### config.mk
export PLATFORM = sky130hd
export DESIGN_NAME = bsp_unit
export DESIGN_NICKNAME = d
export VERILOG_FILES = /design/src/inc/bsp_pkg.sv /design/src/rtl/bsp_unit.sv
export SDC_FILE = /design/constraint.sdc
export NUM_CORES = 1
export LEC_CHECK = 0
export BUFFER_PORTS_ARGS = -buffer_cell sky130_fd_sc_hd__buf_2
export CAP_MARGIN = 0
export CORE_ASPECT_RATIO = 0.9
export CORE_MARGIN = 3
export CORE_UTILIZATION = 45
export DETAILED_ROUTE_END_ITERATION = 6
export GPL_TIMING_DRIVEN = 0
export PLACE_DENSITY = 0.76
export SLEW_MARGIN = 20
export SYNTH_ARGS = -nofsm -noshare
export SYNTH_HDL_FRONTEND = slang
export SYNTH_SLANG_ARGS = --single-unit
export TNS_END_PERCENT = 1
### constraint.sdc
create_clock -name pclk -period 4.23 [get_ports pclk]
set_input_delay 0 -clock pclk [delete_from_list [all_inputs] [get_ports pclk]]
set_output_delay 0 -clock pclk [all_outputs]
set_load 0.1 [all_outputs]
### src/inc/bsp_pkg.sv
// package: constants, carriers and helper functions of the byte swap and parity unit
package bsp_pkg;

    // ==========================================================
    // register map and reset values
    localparam logic [7:0] BSP_CTRL_OFS = 8'h00;
    localparam logic [7:0] BSP_STAT_OFS = 8'h04;
    localparam int BSP_CTRL_ODD_BIT = 0;
    localparam logic BSP_ODD_RST = 1'b1;
    localparam logic [35:0] BSP_WORD_RST = 36'h0_0000_0000;
    localparam logic [31:0] BSP_RDATA_RST = 32'h0000_0000;

    // ==========================================================
    // port-b width codes, {b_width_sel_hi, b_width_sel_lo}
    typedef enum logic [1:0] {
        BSP_LONG = 2'b00,
        BSP_WORD = 2'b01,
        BSP_BYTE = 2'b10,
        BSP_MAIL = 2'b11
    } bsp_width_t;

    // ==========================================================
    // carriers
    typedef struct packed {
        logic port_a_select_n;
        logic port_a_xfer_gate;
        logic port_a_write_not_read;
        logic port_a_mailbox_sel;
        logic port_a_parity_gen_sel;
    } bsp_a_ctl_t;

    typedef struct packed {
        logic port_b_select_n;
        logic port_b_xfer_gate;
        logic port_b_write_not_read;
        logic b_width_sel_hi;
        logic b_width_sel_lo;
        logic big_endian_sel_n;
        logic swap_sel_hi;
        logic swap_sel_lo;
        logic port_b_parity_gen_sel;
    } bsp_b_ctl_t;

    typedef struct packed {
        logic [35:0] a_dout;
        logic [35:0] b_dout;
        logic [35:0] rd_buf;
        logic [35:0] wr_buf;
        logic [35:0] a_wr_data;
        logic [35:0] b_wr_data;
        logic [1:0] rd_phase;
        logic [1:0] wr_phase;
        logic [1:0] wr_swap;
        bsp_width_t rd_width;
        bsp_width_t wr_width;
        logic rd_big;
        logic wr_big;
        logic ab_q_push;
        logic ab_mb_wr;
        logic ba_q_push;
        logic ba_mb_wr;
        logic pa_err_n;
        logic pb_err_n;
        logic parity_odd;
        logic [31:0] prdata;
    } bsp_state_t;

    localparam bsp_state_t BSP_STATE_RST = '{
        a_dout: BSP_WORD_RST, b_dout: BSP_WORD_RST, rd_buf: BSP_WORD_RST,
        wr_buf: BSP_WORD_RST, a_wr_data: BSP_WORD_RST, b_wr_data: BSP_WORD_RST,
        rd_phase: 2'h0, wr_phase: 2'h0, wr_swap: 2'h0,
        rd_width: BSP_LONG, wr_width: BSP_LONG, rd_big: 1'b0, wr_big: 1'b0,
        ab_q_push: 1'b0, ab_mb_wr: 1'b0, ba_q_push: 1'b0, ba_mb_wr: 1'b0,
        pa_err_n: 1'b1, pb_err_n: 1'b1, parity_odd: BSP_ODD_RST,
        prdata: BSP_RDATA_RST};

    // ==========================================================
    // helpers
    // whole nine-bit bytes move, bit order kept
    function automatic logic [35:0] bsp_swap(input logic [35:0] w, input logic [1:0] m);
        logic [8:0] ba, bb, bc, bd;
        ba = w[35:27];
        bb = w[26:18];
        bc = w[17:9];
        bd = w[8:0];
        unique case (m)
            2'b00: return w;
            2'b01: return {bd, bc, bb, ba};
            2'b10: return {bc, bd, ba, bb};
            default: return {bb, ba, bd, bc};
        endcase
    endfunction

    // top bit of each byte replaced by parity of its low eight
    function automatic logic [35:0] bsp_gen(input logic [35:0] w, input logic odd);
        logic [35:0] r;
        r = w;
        for (int i = 0; i < 4; i++) begin
            r[i*9+8] = odd ? ~^w[i*9+:8] : ^w[i*9+:8];
        end
        return r;
    endfunction

    // one error bit per byte tree
    function automatic logic [3:0] bsp_err(input logic [35:0] w, input logic odd);
        logic [3:0] e;
        e = 4'h0;
        for (int i = 0; i < 4; i++) begin
            e[i] = odd ? ~^w[i*9+:9] : ^w[i*9+:9];
        end
        return e;
    endfunction

    function automatic logic [1:0] bsp_last(input bsp_width_t wd);
        unique case (wd)
            BSP_WORD: return 2'h1;
            BSP_BYTE: return 2'h3;
            default: return 2'h0;
        endcase
    endfunction

endpackage

### src/rtl/bsp_unit.sv
// design: port-b byte swapping with parity checking and generation on both ports
// Function
// - four swap orders chosen by swap selects
// - mailbox data never swapped
// - whole bytes move, bit order kept
// - swap selects sampled on new long word
// - captured swap held for whole long word
// - queue reads swap first, then size
// - queue writes assemble first, then swap
// - four nine-bit parity trees per port
// - port-a error low on any byte failure
// - port-b error covers width-masked bytes; little-endian byte width checks byte 1, not data lane 0
// - word width checks upper or lower pair
// - byte width checks top or second byte
// - parity sense sets check polarity
// - port-a error held high on mailbox generation
// - port-b error held high on mailbox generation
// - generate select enables read parity generation
// - writes store all nine bits unchanged
// - generated bit replaces stored top bit
// - queue parity made before output register
// - generate selects take effect on load edge; port-b queue reads use the select of a long word's first piece
// - mailbox generation reuses trees, keeps contents
// - both width selects high pick mailboxes
// - queues hold whole long words only
//
// The APB slave port and the placing of the registers were left to the implementer.
`timescale 1ns/1ns
`default_nettype none

module bsp_unit
    import bsp_pkg::*;
#(
    parameter int ADDR_W = 8
) (
    // clock and reset
    input wire logic pclk,
    input wire logic presetn,
    // apb slave
    input wire logic psel,
    input wire logic penable,
    input wire logic pwrite,
    input wire logic [ADDR_W-1:0] paddr,
    input wire logic [31:0] pwdata,
    output logic [31:0] prdata,
    output logic pready,
    output logic pslverr,
    // port a
    input wire bsp_a_ctl_t a_ctl,
    input wire logic [35:0] a_din,
    output logic [35:0] a_dout,
    output logic port_a_parity_err_n,
    // port b
    input wire bsp_b_ctl_t b_ctl,
    input wire logic [35:0] b_din,
    output logic [35:0] b_dout,
    output logic port_b_parity_err_n,
    // a_to_b queue and mailbox
    output logic [35:0] a_wr_data,
    output logic a_to_b_queue_push,
    output logic a_to_b_mailbox_wr,
    input wire logic [35:0] a_to_b_queue_rd_data,
    output logic a_to_b_queue_pop,
    input wire logic [35:0] a_to_b_mailbox_data,
    // b_to_a queue and mailbox
    output logic [35:0] b_wr_data,
    output logic b_to_a_queue_push,
    output logic b_to_a_mailbox_wr,
    input wire logic [35:0] b_to_a_queue_rd_data,
    output logic b_to_a_queue_pop,
    input wire logic [35:0] b_to_a_mailbox_data
);

    // refuse an address bus too narrow for the register decode
    if (ADDR_W < 8) begin : g_addr_chk
        $error("bsp_unit: ADDR_W must be at least 8");
    end

    // ==========================================================
    // lane helpers
    // place piece k of a long word on the port-b lanes; other lanes hold
    function automatic logic [35:0] place(input logic [35:0] old, input logic [35:0] w,
                                          input bsp_width_t wd, input logic big,
                                          input logic [1:0] k);
        logic [35:0] r;
        logic [1:0] idx;
        logic [17:0] half;
        r = old;
        idx = big ? 2'(2'h3 - k) : k;
        half = (big ^ k[0]) ? w[35:18] : w[17:0];
        unique case (wd)
            BSP_WORD: begin
                if (big) begin
                    r[35:18] = half;
                end else begin
                    r[17:0] = half;
                end
            end
            BSP_BYTE: begin
                if (big) begin
                    r[35:27] = w[idx*9+:9];
                end else begin
                    r[8:0] = w[idx*9+:9];
                end
            end
            default: r = w;
        endcase
        return r;
    endfunction

    // gather piece k from the port-b lanes into the long word
    function automatic logic [35:0] gather(input logic [35:0] acc, input logic [35:0] din,
                                           input bsp_width_t wd, input logic big,
                                           input logic [1:0] k);
        logic [35:0] r;
        logic [1:0] idx;
        logic [17:0] half;
        logic [8:0] lane;
        r = acc;
        idx = big ? 2'(2'h3 - k) : k;
        half = big ? din[35:18] : din[17:0];
        lane = big ? din[35:27] : din[8:0];
        unique case (wd)
            BSP_WORD: begin
                if (big ^ k[0]) begin
                    r[35:18] = half;
                end else begin
                    r[17:0] = half;
                end
            end
            BSP_BYTE: r[idx*9+:9] = lane;
            default: r = din;
        endcase
        return r;
    endfunction

    // bytes checked for the port-b width; little-endian byte width gives byte 1, not data lane 0
    function automatic logic [3:0] bmask(input bsp_width_t wd, input logic big);
        unique case (wd)
            BSP_WORD: return big ? 4'hc : 4'h3;
            BSP_BYTE: return big ? 4'h8 : 4'h2;
            default: return 4'hf;
        endcase
    endfunction

    // ==========================================================
    // state
    bsp_state_t s;
    bsp_state_t next_s;

    logic a_rd;
    logic a_wr;
    logic b_rd;
    logic b_wr;
    logic b_big;
    logic b_mail;
    logic b_new_rd;
    logic b_new_wr;
    logic a_hold;
    logic b_hold;
    logic apb_setup;
    logic apb_access;
    logic apb_mapped;
    bsp_width_t bw;
    logic [1:0] rd_k;
    logic [1:0] wr_k;
    logic [1:0] wr_swap_now;
    logic [35:0] rd_word;
    logic [35:0] wr_asm;

    always_comb begin
        next_s = s;
        next_s.ab_q_push = 1'b0;
        next_s.ab_mb_wr = 1'b0;
        next_s.ba_q_push = 1'b0;
        next_s.ba_mb_wr = 1'b0;

        a_rd = !a_ctl.port_a_select_n && a_ctl.port_a_xfer_gate
            && !a_ctl.port_a_write_not_read;
        a_wr = !a_ctl.port_a_select_n && a_ctl.port_a_xfer_gate
            && a_ctl.port_a_write_not_read;
        b_rd = !b_ctl.port_b_select_n && b_ctl.port_b_xfer_gate
            && !b_ctl.port_b_write_not_read;
        b_wr = !b_ctl.port_b_select_n && b_ctl.port_b_xfer_gate
            && b_ctl.port_b_write_not_read;
        bw = bsp_width_t'({b_ctl.b_width_sel_hi, b_ctl.b_width_sel_lo});
        b_big = !b_ctl.big_endian_sel_n;
        b_mail = (bw == BSP_MAIL);

        // ======================================================
        // port a
        if (a_rd) begin
            if (a_ctl.port_a_mailbox_sel) begin
                next_s.a_dout = a_ctl.port_a_parity_gen_sel
                    ? bsp_gen(b_to_a_mailbox_data, s.parity_odd) : b_to_a_mailbox_data;
            end else begin
                next_s.a_dout = a_ctl.port_a_parity_gen_sel
                    ? bsp_gen(b_to_a_queue_rd_data, s.parity_odd) : b_to_a_queue_rd_data;
            end
        end
        if (a_wr) begin
            next_s.a_wr_data = a_din;
            next_s.ab_mb_wr = a_ctl.port_a_mailbox_sel;
            next_s.ab_q_push = !a_ctl.port_a_mailbox_sel;
        end

        // ======================================================
        // port b reads
        b_new_rd = b_rd && !b_mail
            && (s.rd_phase == 2'h0 || bw != s.rd_width || b_big != s.rd_big);
        rd_k = b_new_rd ? 2'h0 : s.rd_phase;
        rd_word = bsp_swap(a_to_b_queue_rd_data, {b_ctl.swap_sel_hi, b_ctl.swap_sel_lo});
        if (b_ctl.port_b_parity_gen_sel) begin
            rd_word = bsp_gen(rd_word, s.parity_odd);
        end
        if (!b_new_rd) begin
            rd_word = s.rd_buf;
        end
        if (b_rd && b_mail) begin
            next_s.b_dout = b_ctl.port_b_parity_gen_sel
                ? bsp_gen(a_to_b_mailbox_data, s.parity_odd) : a_to_b_mailbox_data;
        end else if (b_rd) begin
            next_s.rd_buf = rd_word;
            next_s.b_dout = place(s.b_dout, rd_word, bw, b_big, rd_k);
            next_s.rd_phase = (rd_k == bsp_last(bw)) ? 2'h0 : 2'(rd_k + 2'h1);
            next_s.rd_width = bw;
            next_s.rd_big = b_big;
        end

        // ======================================================
        // port b writes
        b_new_wr = b_wr && !b_mail
            && (s.wr_phase == 2'h0 || bw != s.wr_width || b_big != s.wr_big);
        wr_k = b_new_wr ? 2'h0 : s.wr_phase;
        wr_swap_now = b_new_wr ? {b_ctl.swap_sel_hi, b_ctl.swap_sel_lo} : s.wr_swap;
        wr_asm = gather(s.wr_buf, b_din, bw, b_big, wr_k);
        if (b_wr && b_mail) begin
            next_s.b_wr_data = b_din;
            next_s.ba_mb_wr = 1'b1;
        end else if (b_wr) begin
            next_s.wr_buf = wr_asm;
            next_s.wr_swap = wr_swap_now;
            next_s.wr_width = bw;
            next_s.wr_big = b_big;
            if (wr_k == bsp_last(bw)) begin
                next_s.b_wr_data = bsp_swap(wr_asm, wr_swap_now);
                next_s.ba_q_push = 1'b1;
                next_s.wr_phase = 2'h0;
            end else begin
                next_s.wr_phase = 2'(wr_k + 2'h1);
            end
        end

        // ======================================================
        // parity checking, refreshed every clock
        a_hold = a_rd && a_ctl.port_a_mailbox_sel && a_ctl.port_a_parity_gen_sel;
        b_hold = b_rd && b_mail && b_ctl.port_b_parity_gen_sel;
        next_s.pa_err_n = a_hold || !(|bsp_err(a_din, s.parity_odd));
        next_s.pb_err_n = b_hold
            || !(|(bsp_err(b_din, s.parity_odd) & bmask(bw, b_big)));

        // ======================================================
        // apb registers
        apb_setup = psel && !penable;
        apb_access = psel && penable;
        apb_mapped = (paddr[7:0] == BSP_CTRL_OFS) || (paddr[7:0] == BSP_STAT_OFS);
        if (apb_setup) begin
            next_s.prdata = BSP_RDATA_RST;
            if (paddr[7:0] == BSP_CTRL_OFS) begin
                next_s.prdata[BSP_CTRL_ODD_BIT] = s.parity_odd;
            end else if (paddr[7:0] == BSP_STAT_OFS) begin
                next_s.prdata[7:0] = {s.wr_swap, s.wr_phase, s.rd_phase,
                                      s.pb_err_n, s.pa_err_n};
            end
        end
        if (apb_access && pwrite && paddr[7:0] == BSP_CTRL_OFS) begin
            next_s.parity_odd = pwdata[BSP_CTRL_ODD_BIT];
        end
    end

    always_ff @(posedge pclk or negedge presetn) begin
        if (!presetn) begin
            s <= BSP_STATE_RST;
        end else begin
            s <= next_s;
        end
    end

    // ==========================================================
    // outputs
    assign prdata = s.prdata;
    assign pready = 1'b1;
    assign pslverr = apb_access && !apb_mapped;
    assign a_dout = s.a_dout;
    assign b_dout = s.b_dout;
    assign port_a_parity_err_n = s.pa_err_n;
    assign port_b_parity_err_n = s.pb_err_n;
    assign a_wr_data = s.a_wr_data;
    assign a_to_b_queue_push = s.ab_q_push;
    assign a_to_b_mailbox_wr = s.ab_mb_wr;
    assign b_wr_data = s.b_wr_data;
    assign b_to_a_queue_push = s.ba_q_push;
    assign b_to_a_mailbox_wr = s.ba_mb_wr;
    assign a_to_b_queue_pop = b_new_rd;
    assign b_to_a_queue_pop = a_rd && !a_ctl.port_a_mailbox_sel;

endmodule // bsp_unit

`default_nettype wire

==> results summary, run 1 <==
The flow ran to the end, and the final reports show no timing, DRC or antenna violations. During placement, the flow inserted port buffers numbering 400. For flop-to-flop paths, the worst setup slack is 0.13 ns. In this run the power density over the cells is 528 mW/mm^2.

The vertical die dimension is 197 um. The slowest cell on the critical path is ha_2. The post-layout net count is 2958.

Ranked by total cell area, the synthesized netlist is headed by dfrtp_1 (33%), buf_4 (7.5%), xnor2_1 (6.8%). The final routed DRC violation total came out at 0. The count of routing violations after the opening detailed-route iteration is 2330. At the placement stage, the worst setup path has a slack of -0.757 ns.

Entering global routing, the biggest net connects 93 pins. The half-perimeter wire length after detailed placement is 54100 um. The fraction of the cycle the final worst path needs is 0.969. The fraction of registers with async set or reset after synthesis is 1.00.

Tracing the worst setup path back leads to its startpoint at s[42]$_DFFE_PN0P_. The arrival time at the worst endpoint is 4.56 ns. The setup total negative slack is 0 ns. The achievable clock frequency came out at 244 MHz. The filler cells instantiated in the layout total 3283. After detailed routing, the total wire length is 77000 um. The unique cell type count in the Yosys netlist is 75. The synthesized area per cell is 8.98 sq um. The clock edge transition at the registers on the reported setup and hold paths is 0.06 ns. The worst reg-to-reg path cell count is 13.

The CTS sink count came out at 243. The average via count per standard cell came out at 6.01. The total stage count of the critical path is 13. The weighted congestion at the end of routability-driven global placement is 1.00. The number of buffers and inverters on the critical path came out at 2.

The critical path is of the reg2reg type. Along the worst path, the maximum fanout reaches 10. The synthesized design contains 243 register bits. The fraction of layout cells with a size suffix above 1 is 0.304. The horizontal die dimension is 218 um. The total design power came out at 12.7 mW. The startpoint identified for the worst register-to-register timing path is s[42]$_DFFE_PN0P_.

The count of final setup violators is 0. The post-detailed-route count of antenna-violating nets is 0. The signal on the critical path passes through xor2_2 -> o31a_1 -> o21ai_1 -> nand2_4 -> inv_2 -> buf_2 -> ha_2 -> nand2_4 -> nor4_1 -> o21ai_0 -> a31oi_2 -> mux2i_1 -> a221oi_2.

The detail-routed net length per standard cell is 23.8 um. The iteration count of the initial detailed-routing pass came out at 7. The synthesized design contains 0 enable-type register cells. Among the stages of the critical path, the cell type that occurs most often is nand2_4. The total global-route track usage is 0.343. The number of antenna violations at the first check in global routing is 1.

Of the synthesized area, sequential elements account for 0.334. The count of H-tree levels built during CTS came out at 1. Measured against its own limit, the worst slew margin works out to 0.347.

The final standard cell area without fillers came out at 0.0241 sq mm. The I/O pin count came out at 461. The critical path's largest stage delay came out at 0.44 ns.

The cell family with the largest share of critical-path delay is compound AO/OA/AOI/OAI gates. The final-report max-slew violation count is 0. Buffers inserted during clock tree synthesis total 28. The number of global-route vias before repair came to 19.4k. The synthesized design spends more area on one cell type than any other, namely dfrtp_1. The total overflow left after global routing is 0. The area overhead of the layout relative to synthesis is 32.2%.

The register cell area after layout came out at 0.00608 sq mm. The routed via count is 19.4k. The transition time at the pin with the least slew margin came out at 0.980 ns.

The cell area reported after detailed placement is 0.0210 sq mm. In the synthesized netlist the dominant register cell turns out to be dfrtp_1. The footprint of the multi-input gates came out at 0.0103 sq mm.

The area inside the core boundary came out at 0.0397 sq mm. The full die area is 0.0429 sq mm. The placement row count came out at 69. The worst setup path is launched from a flip-flop. The cell sitting at the root of the clock tree is a clkbuf_16. The worst register-to-register path ends at b_wr_data[7]$_DFFE_PN0P_.

For this configuration, the core starts out at a cell density of 0.458. STA puts the critical path data required time at 4.69 ns. The static power due to leakage is 11.0 nW. The final number of hold-violating endpoints was 0. The portion of synthesized cell area occupied by the leading cell type is 0.330. Max-cap violations in this run came to 0. The library cell used most frequently in the layout, excluding fill and tap cells, is buf_2. The top cell types in the final layout, fill and taps aside, are buf_2 (427), nand2_1 (306), dfrtp_1 (240), dlygate4sd3_1 (190), buf_4 (189).

Synthesis handed over a netlist of 2027 instances. The tightest min-delay check is of the in2reg type. The CTS tree is built. The count of warnings emitted by yosys is 0. The sort of element at the end of the critical path is a flip-flop. Setup slack on the critical path of the routed design comes to 0.132 ns. The clock skew came out at 0.0348 ns.

The mapped netlist covers 0.0182 sq mm. The maximum clock insertion buffer count is 3. The worst supply voltage drop on vdd is 0.521 mV.

The clock period could shrink to 4.10 ns. Clock latency on the worst-skew pair, taken at its later pin, is 0.59 ns. The global-route wire length before repair is 115000 um.

The capture point of the worst path is b_wr_data[7]$_DFFE_PN0P_.
## sequential cells by signal (all words and copies together), names as in the netlist
signal / count
a_dout: 36
a_to_b_mailbox_wr: 1
a_to_b_queue_push: 1
a_wr_data: 36
b_dout: 36
b_to_a_mailbox_wr: 1
b_to_a_queue_push: 1
b_wr_data: 36
port_a_parity_err_n: 1
port_b_parity_err_n: 1
prdata: 8
s: 85
## report_power, final
part / switching, mW / internal [mW] / total, mW / leakage, nW
clock: 1.06 / 1.43 / 2.49 / 0.458
combinational: 4.97 / 2.02 / 6.99 / 7.57
sequential: 0.351 / 2.87 / 3.22 / 2.99
## final cells by class
class                           count  share of cell area
Antenna cell                        1            0.000104
Buffer                            313              0.0798
Clock buffer                       43              0.0352
Clock inverter                      7             0.00312
Inverter                           26             0.00406
Multi-Input combinational cell   1467               0.429
Sequential cell                   243               0.253
Tap cell                          532              0.0277
Timing Repair Buffer              598               0.168
## how the worst min path moves through the flow
stage	from	depth (start not counted)	end
after floorplan	presetn	0	a_dout[0]$_DFFE_PN0P_
after global placement	pwdata[0]	2	s[32]$_DFFE_PN1P_
after detailed placement	presetn	1	a_wr_data[4]$_DFFE_PN0P_
after CTS	a_ctl[2]	4	a_dout[26]$_DFFE_PN0P_
after global routing	a_ctl[2]	4	a_dout[26]$_DFFE_PN0P_
final	a_to_b_queue_rd_data[25]	4	s[184]$_DFFE_PN0P_
## per-layer routing
metal	wire, um	part of all wire	global-route usage	vias up
met4	4110	0.053	0.158	0
li1	-	-	-	8320
met1	29600	0.38	0.446	9325
met5	0	0	0	-
met3	8720	0.11	0.0856	308
met2	34600	0.45	0.541	1445
## cells in the mapped netlist, drive strengths merged (12+ instances only)
library cell / count
nand3: 32
a31oi: 60
nor2: 139
and3: 25
mux4: 46
inv: 26
mux2i: 76
xnor2: 143
nor4: 12
xor2: 42
a211oi: 22
clkbuf: 83
a222oi: 14
buf: 231
dfrtp: 240
o211ai: 64
a21oi: 81
o21ai: 117
mux2: 57
nor2b: 28
nand2: 310
a221oi: 25
nand2b: 15
## repair_timing
item	CTS	global route
gates resized for setup	12	21
buffers inserted	3	1
hold endpoints to repair	325	0
hold buffers	191	0
setup endpoints to repair	41	49
pin swaps	2	2
## worst reg2reg max path, stage by stage, from the launching register on
cell	delay (ns)
dfrtp_1	0.40
xor2_2	0.23
o31a_1	0.42
o21ai_1	0.34
nand2_4	0.18
inv_2	0.21
buf_2	0.37
ha_2	0.45
nand2_4	0.19
nor4_1	0.19
o21ai_0	0.15
a31oi_2	0.34
mux2i_1	0.20
a221oi_2	0.33
## through the flow
step | hold slack, ns | instances | util
after floorplan | -0.296 | 2050 | -
after global placement | 0.252 | 2982 | 0.528
after detailed placement | -0.0277 | 2985 | 0.530
after CTS | 0.0186 | 3228 | 0.603
after global routing | 0.0438 | 3230 | 0.606
final | 0.0382 | 3230 | 0.606
## kinds of logic after synthesis
group | count (synthesis) | synth area share
and+or+nand+nor | 609 | 0.148
AOI/OAI and AO/OA | 455 | 0.167
buffers and inverters | 340 | 0.111
DFF | 243 | 0.334
xor gates and xnor gates | 193 | 0.100
muxes | 179 | 0.135
adders and majority gates | 6 | 0.00412
other | 2 | 0.000413
(Power assumes the default switching activity.)
==> run 2, diff against run 1 <==
- CORE_MARGIN: 3 -> not set
==> run 2 against run 1 <==
Sequential share of layout area is essentially flat; flip-flop and latch count is the same; critical path depth grew 1.
==> results summary, run 2 (synthesis gave the netlist of run 1 again) <==
The reg-to-reg setup timing slack is 0.08 ns (-0.05 ns). The static power due to leakage came out at 11.0 nW (about the same). The number of max-cap violations came out at 0 (unchanged).

The half-perimeter wire length after detailed placement is 53400 um (-1.2%). The clock skew is 0.0139 ns (-0.0209 ns). The flow ran to the end, and the final reports show no timing, DRC or antenna violations. The total global-route track usage came out at 0.351 (+0.00858). The count of routing violations after the opening detailed-route iteration is 2001 (-14%). The arrival time at the worst endpoint came out at 4.62 ns (+0.06 ns). The wire length reported by the detailed router came out at 75200 um (-2.3%). The I/O pin count came out at 461 (unchanged). The CTS sink count came out at 243 (unchanged). The fraction of layout cells with a size suffix above 1 came out at 0.300 (-0.00374).

The maximum clock insertion buffer count is 3 (unchanged). The transition time at the pin with the least slew margin is 0.900 ns (-0.0804 ns). The detail-routed net length per standard cell came out at 23.3 um (-2.3%). The area inside the core boundary came out at 0.0397 sq mm (unchanged). The post-detailed-route count of antenna-violating nets came out at 0 (unchanged). The horizontal die dimension was 214 um (-1.8%).

The count of final setup violators came out at 0 (unchanged). The critical path's largest stage delay is 0.42 ns (-0.02 ns). The startpoint of the lowest-slack hold path is a_to_b_queue_rd_data[25]. The routed via count came to 19.3k (-0.29%). Leaving out fill and tap cells, the most frequent cells in the layout are buf_2 (428), nand2_1 (306), dfrtp_1 (240), dlygate4sd3_1 (193), buf_4 (185).

The initial standard-cell utilization of the core was 0.458 (unchanged). The iteration count of the initial detailed-routing pass came out at 6 (-1). The tightest min-delay check is of the in2reg type. The final number of hold-violating endpoints is 0 (unchanged). In this run the clock root is driven by a clkbuf_16. The number of antenna violations at the first check in global routing came out at 4 (+3). The final-report max-slew violation count is 0 (unchanged).

The sum of overflow across all layers after global routing was 0 (unchanged). In this run the critical register-to-register path is captured at b_wr_data[7]$_DFFE_PN0P_. The critical register-to-register path startpoint is s[42]$_DFFE_PN0P_. The area overhead of the layout relative to synthesis came out at 32.0%. The achievable clock frequency came to 241 MHz (-1.2%). For this design, the slowest cell found on the critical path is dfrtp_1. The count of input and output buffers is 400 (unchanged).

The weighted congestion at the end of routability-driven global placement came out at 0.983 (-1.9%). The share of the core filled with cells in the final layout was 0.605 (-0.000788). The vertical die dimension is 193 um (-2.0%). The hold-critical path depth came out at 4 (unchanged). The clock edge transition at the registers on the reported setup and hold paths is 0.06 ns (about the same). The largest net degree at the start of global routing is 94 (+1.1%). The path with the worst hold slack has its endpoint at s[175]$_DFFE_PN0P_.

By startpoint and endpoint, the worst setup path is classified as reg2reg. The worst reg-to-reg path cell count is 14 (+1). The setup total negative slack is 0 ns (unchanged). The number of global-route vias before repair came out at 18.9k (-2.5%). The most common library cell in the layout ignoring fill and taps is buf_2. The latest clock arrival within the worst-skew pair came out at 0.58 ns (about the same). Ranked by flip-flop count, first place goes to s. The sort of element at the end of the critical path is a flip-flop. The number of fillers in the final layout came out at 3296 (+0.40%). The global-route wire length before repair is 112000 um (-2.6%).

The max-slew headroom at the worst pin is 0.398 (+0.0514). The full die area is 0.0413 sq mm (-3.8%). The average via count per standard cell came out at 5.99 (-0.29%). The signal on the critical path passes through xor2_2 -> o31a_1 -> or3_4 -> nand2_4 -> buf_4 -> ha_1 -> clkbuf_2 -> nor2_2 -> nand2_2 -> nor4_1 -> o21ai_0 -> a31oi_1 -> mux2i_1 -> a221oi_1. The CTS tree is built. The placement row count is 69 (unchanged). The fraction of the cycle the final worst path needs came to 0.980 (+0.0115). The power density of the placed cells is 533 mW/mm^2 (+0.93%). The post-layout net count came to 2956 (-0.068%). The worst supply voltage drop on vdd is 0.434 mV (-17%).

The largest fanout on the critical path is 11 (+1). STA classifies the critical path startpoint as a flip-flop. The clock period minus final worst setup slack is 4.15 ns (+0.0487 ns). The flip-flop count of the largest register, all copies and words added is 85 (unchanged). The required time of the critical path is 4.70 ns (about the same).

Setup repair after global routing left no endpoint under its margin. The final routed DRC violation total is 0 (unchanged). The count of H-tree levels built during CTS came out at 1 (unchanged). The number of CTS-inserted buffers came out at 29 (+3.6%).
==> run 2: cell types whose count changed in the layout (fill, tap and decap cells not counted), moves of 3 or more <==
cell,before,now
buf_4,189,185
clkinv_2,4,7
dlygate4sd3_1,190,193
diode_2,1,4
bufinv_16,1,4
clkbuf_8,9,4
clkbuf_2,4,1
a31oi_2,14,10
a31oi_1,46,50
==> run 2: per-stage QoR <==
step	hold slack, ns	area (sq um)	setup slack [ns]	power, mW	instances
finish	0.0376	24000	0.0836	12.8	3230
global placement	0.249	21000	-1.44	9.70	2982
CTS	0.0158	24000	-0.0433	12.6	3226
detailed placement	-0.000125	21000	-0.333	9.80	2984
global route	0.0622	24000	0.0140	13.2	3229
floorplan	-0.296	18300	0.806	8.43	2050
==> run 2: timing repair <==
item | CTS | global route
hold buffers | 193 | 0
endpoints found under the hold margin | 324 | 0
setup endpoints to repair | 38 | 42
pin swaps | 0 | 1
setup buffers | 0 | 1
gates resized for setup | 11 | 9
==> run 2: report_power, final <==
group	total [mW]	switching [mW]	leakage, nW	internal [mW]
clock network	2.64	1.08	0.483	1.56
logic	6.95	4.94	7.54	2.01
registers	3.21	0.346	2.99	2.87
==> run 2: metal layers <==
layer  global-route usage  wire, um
met1                0.453     29300
met2                0.556     33800
met3               0.0854      8390
met4                0.166      3760
met5                    0         0
==> run 2: critical path: cells and delay by family (launching register included) <==
kind / cells / cell delay (ns)
multiplexers: 1 / 0.22
buffers and inverters: 2 / 0.47
AO/OA/AOI/OAI: 4 / 1.23
AND/OR/NAND/NOR: 5 / 1.20
XOR/XNOR: 1 / 0.24
flip-flops: 1 / 0.42
adder cells (fa/ha/maj): 1 / 0.27
==> run 2: how the worst max path moves through the flow <==
stage	from	cells after the start	slack, ns	end
2_1_floorplan	s[42]$_DFFE_PN0P_	14	0.81	b_wr_data[22]$_DFFE_PN0P_
6_report	s[42]$_DFFE_PN0P_	14	0.08	b_wr_data[7]$_DFFE_PN0P_
3_3_place_gp	presetn	1	-1.44	b_dout[7]$_DFFE_PN0P_
4_1_cts	s[42]$_DFFE_PN0P_	14	-0.04	b_wr_data[7]$_DFFE_PN0P_
3_5_place_dp	s[42]$_DFFE_PN0P_	14	-0.33	b_wr_data[1]$_DFFE_PN0P_
5_1_grt	s[42]$_DFFE_PN0P_	14	0.01	b_wr_data[15]$_DFFE_PN0P_
==> run 2: cell type report <==
class                      count  area (sq um)  area share
multi-input combinational   1467         10300       0.428
sequential                   243          6080       0.253
buffer                       312          1910      0.0797
timing repair buffer         596          4010       0.167
antenna                        4          10.0    0.000417
clock buffer                  37           796      0.0331
inverter                      26          97.6     0.00406
clock inverter                13           173     0.00719
tap                          532           666      0.0277
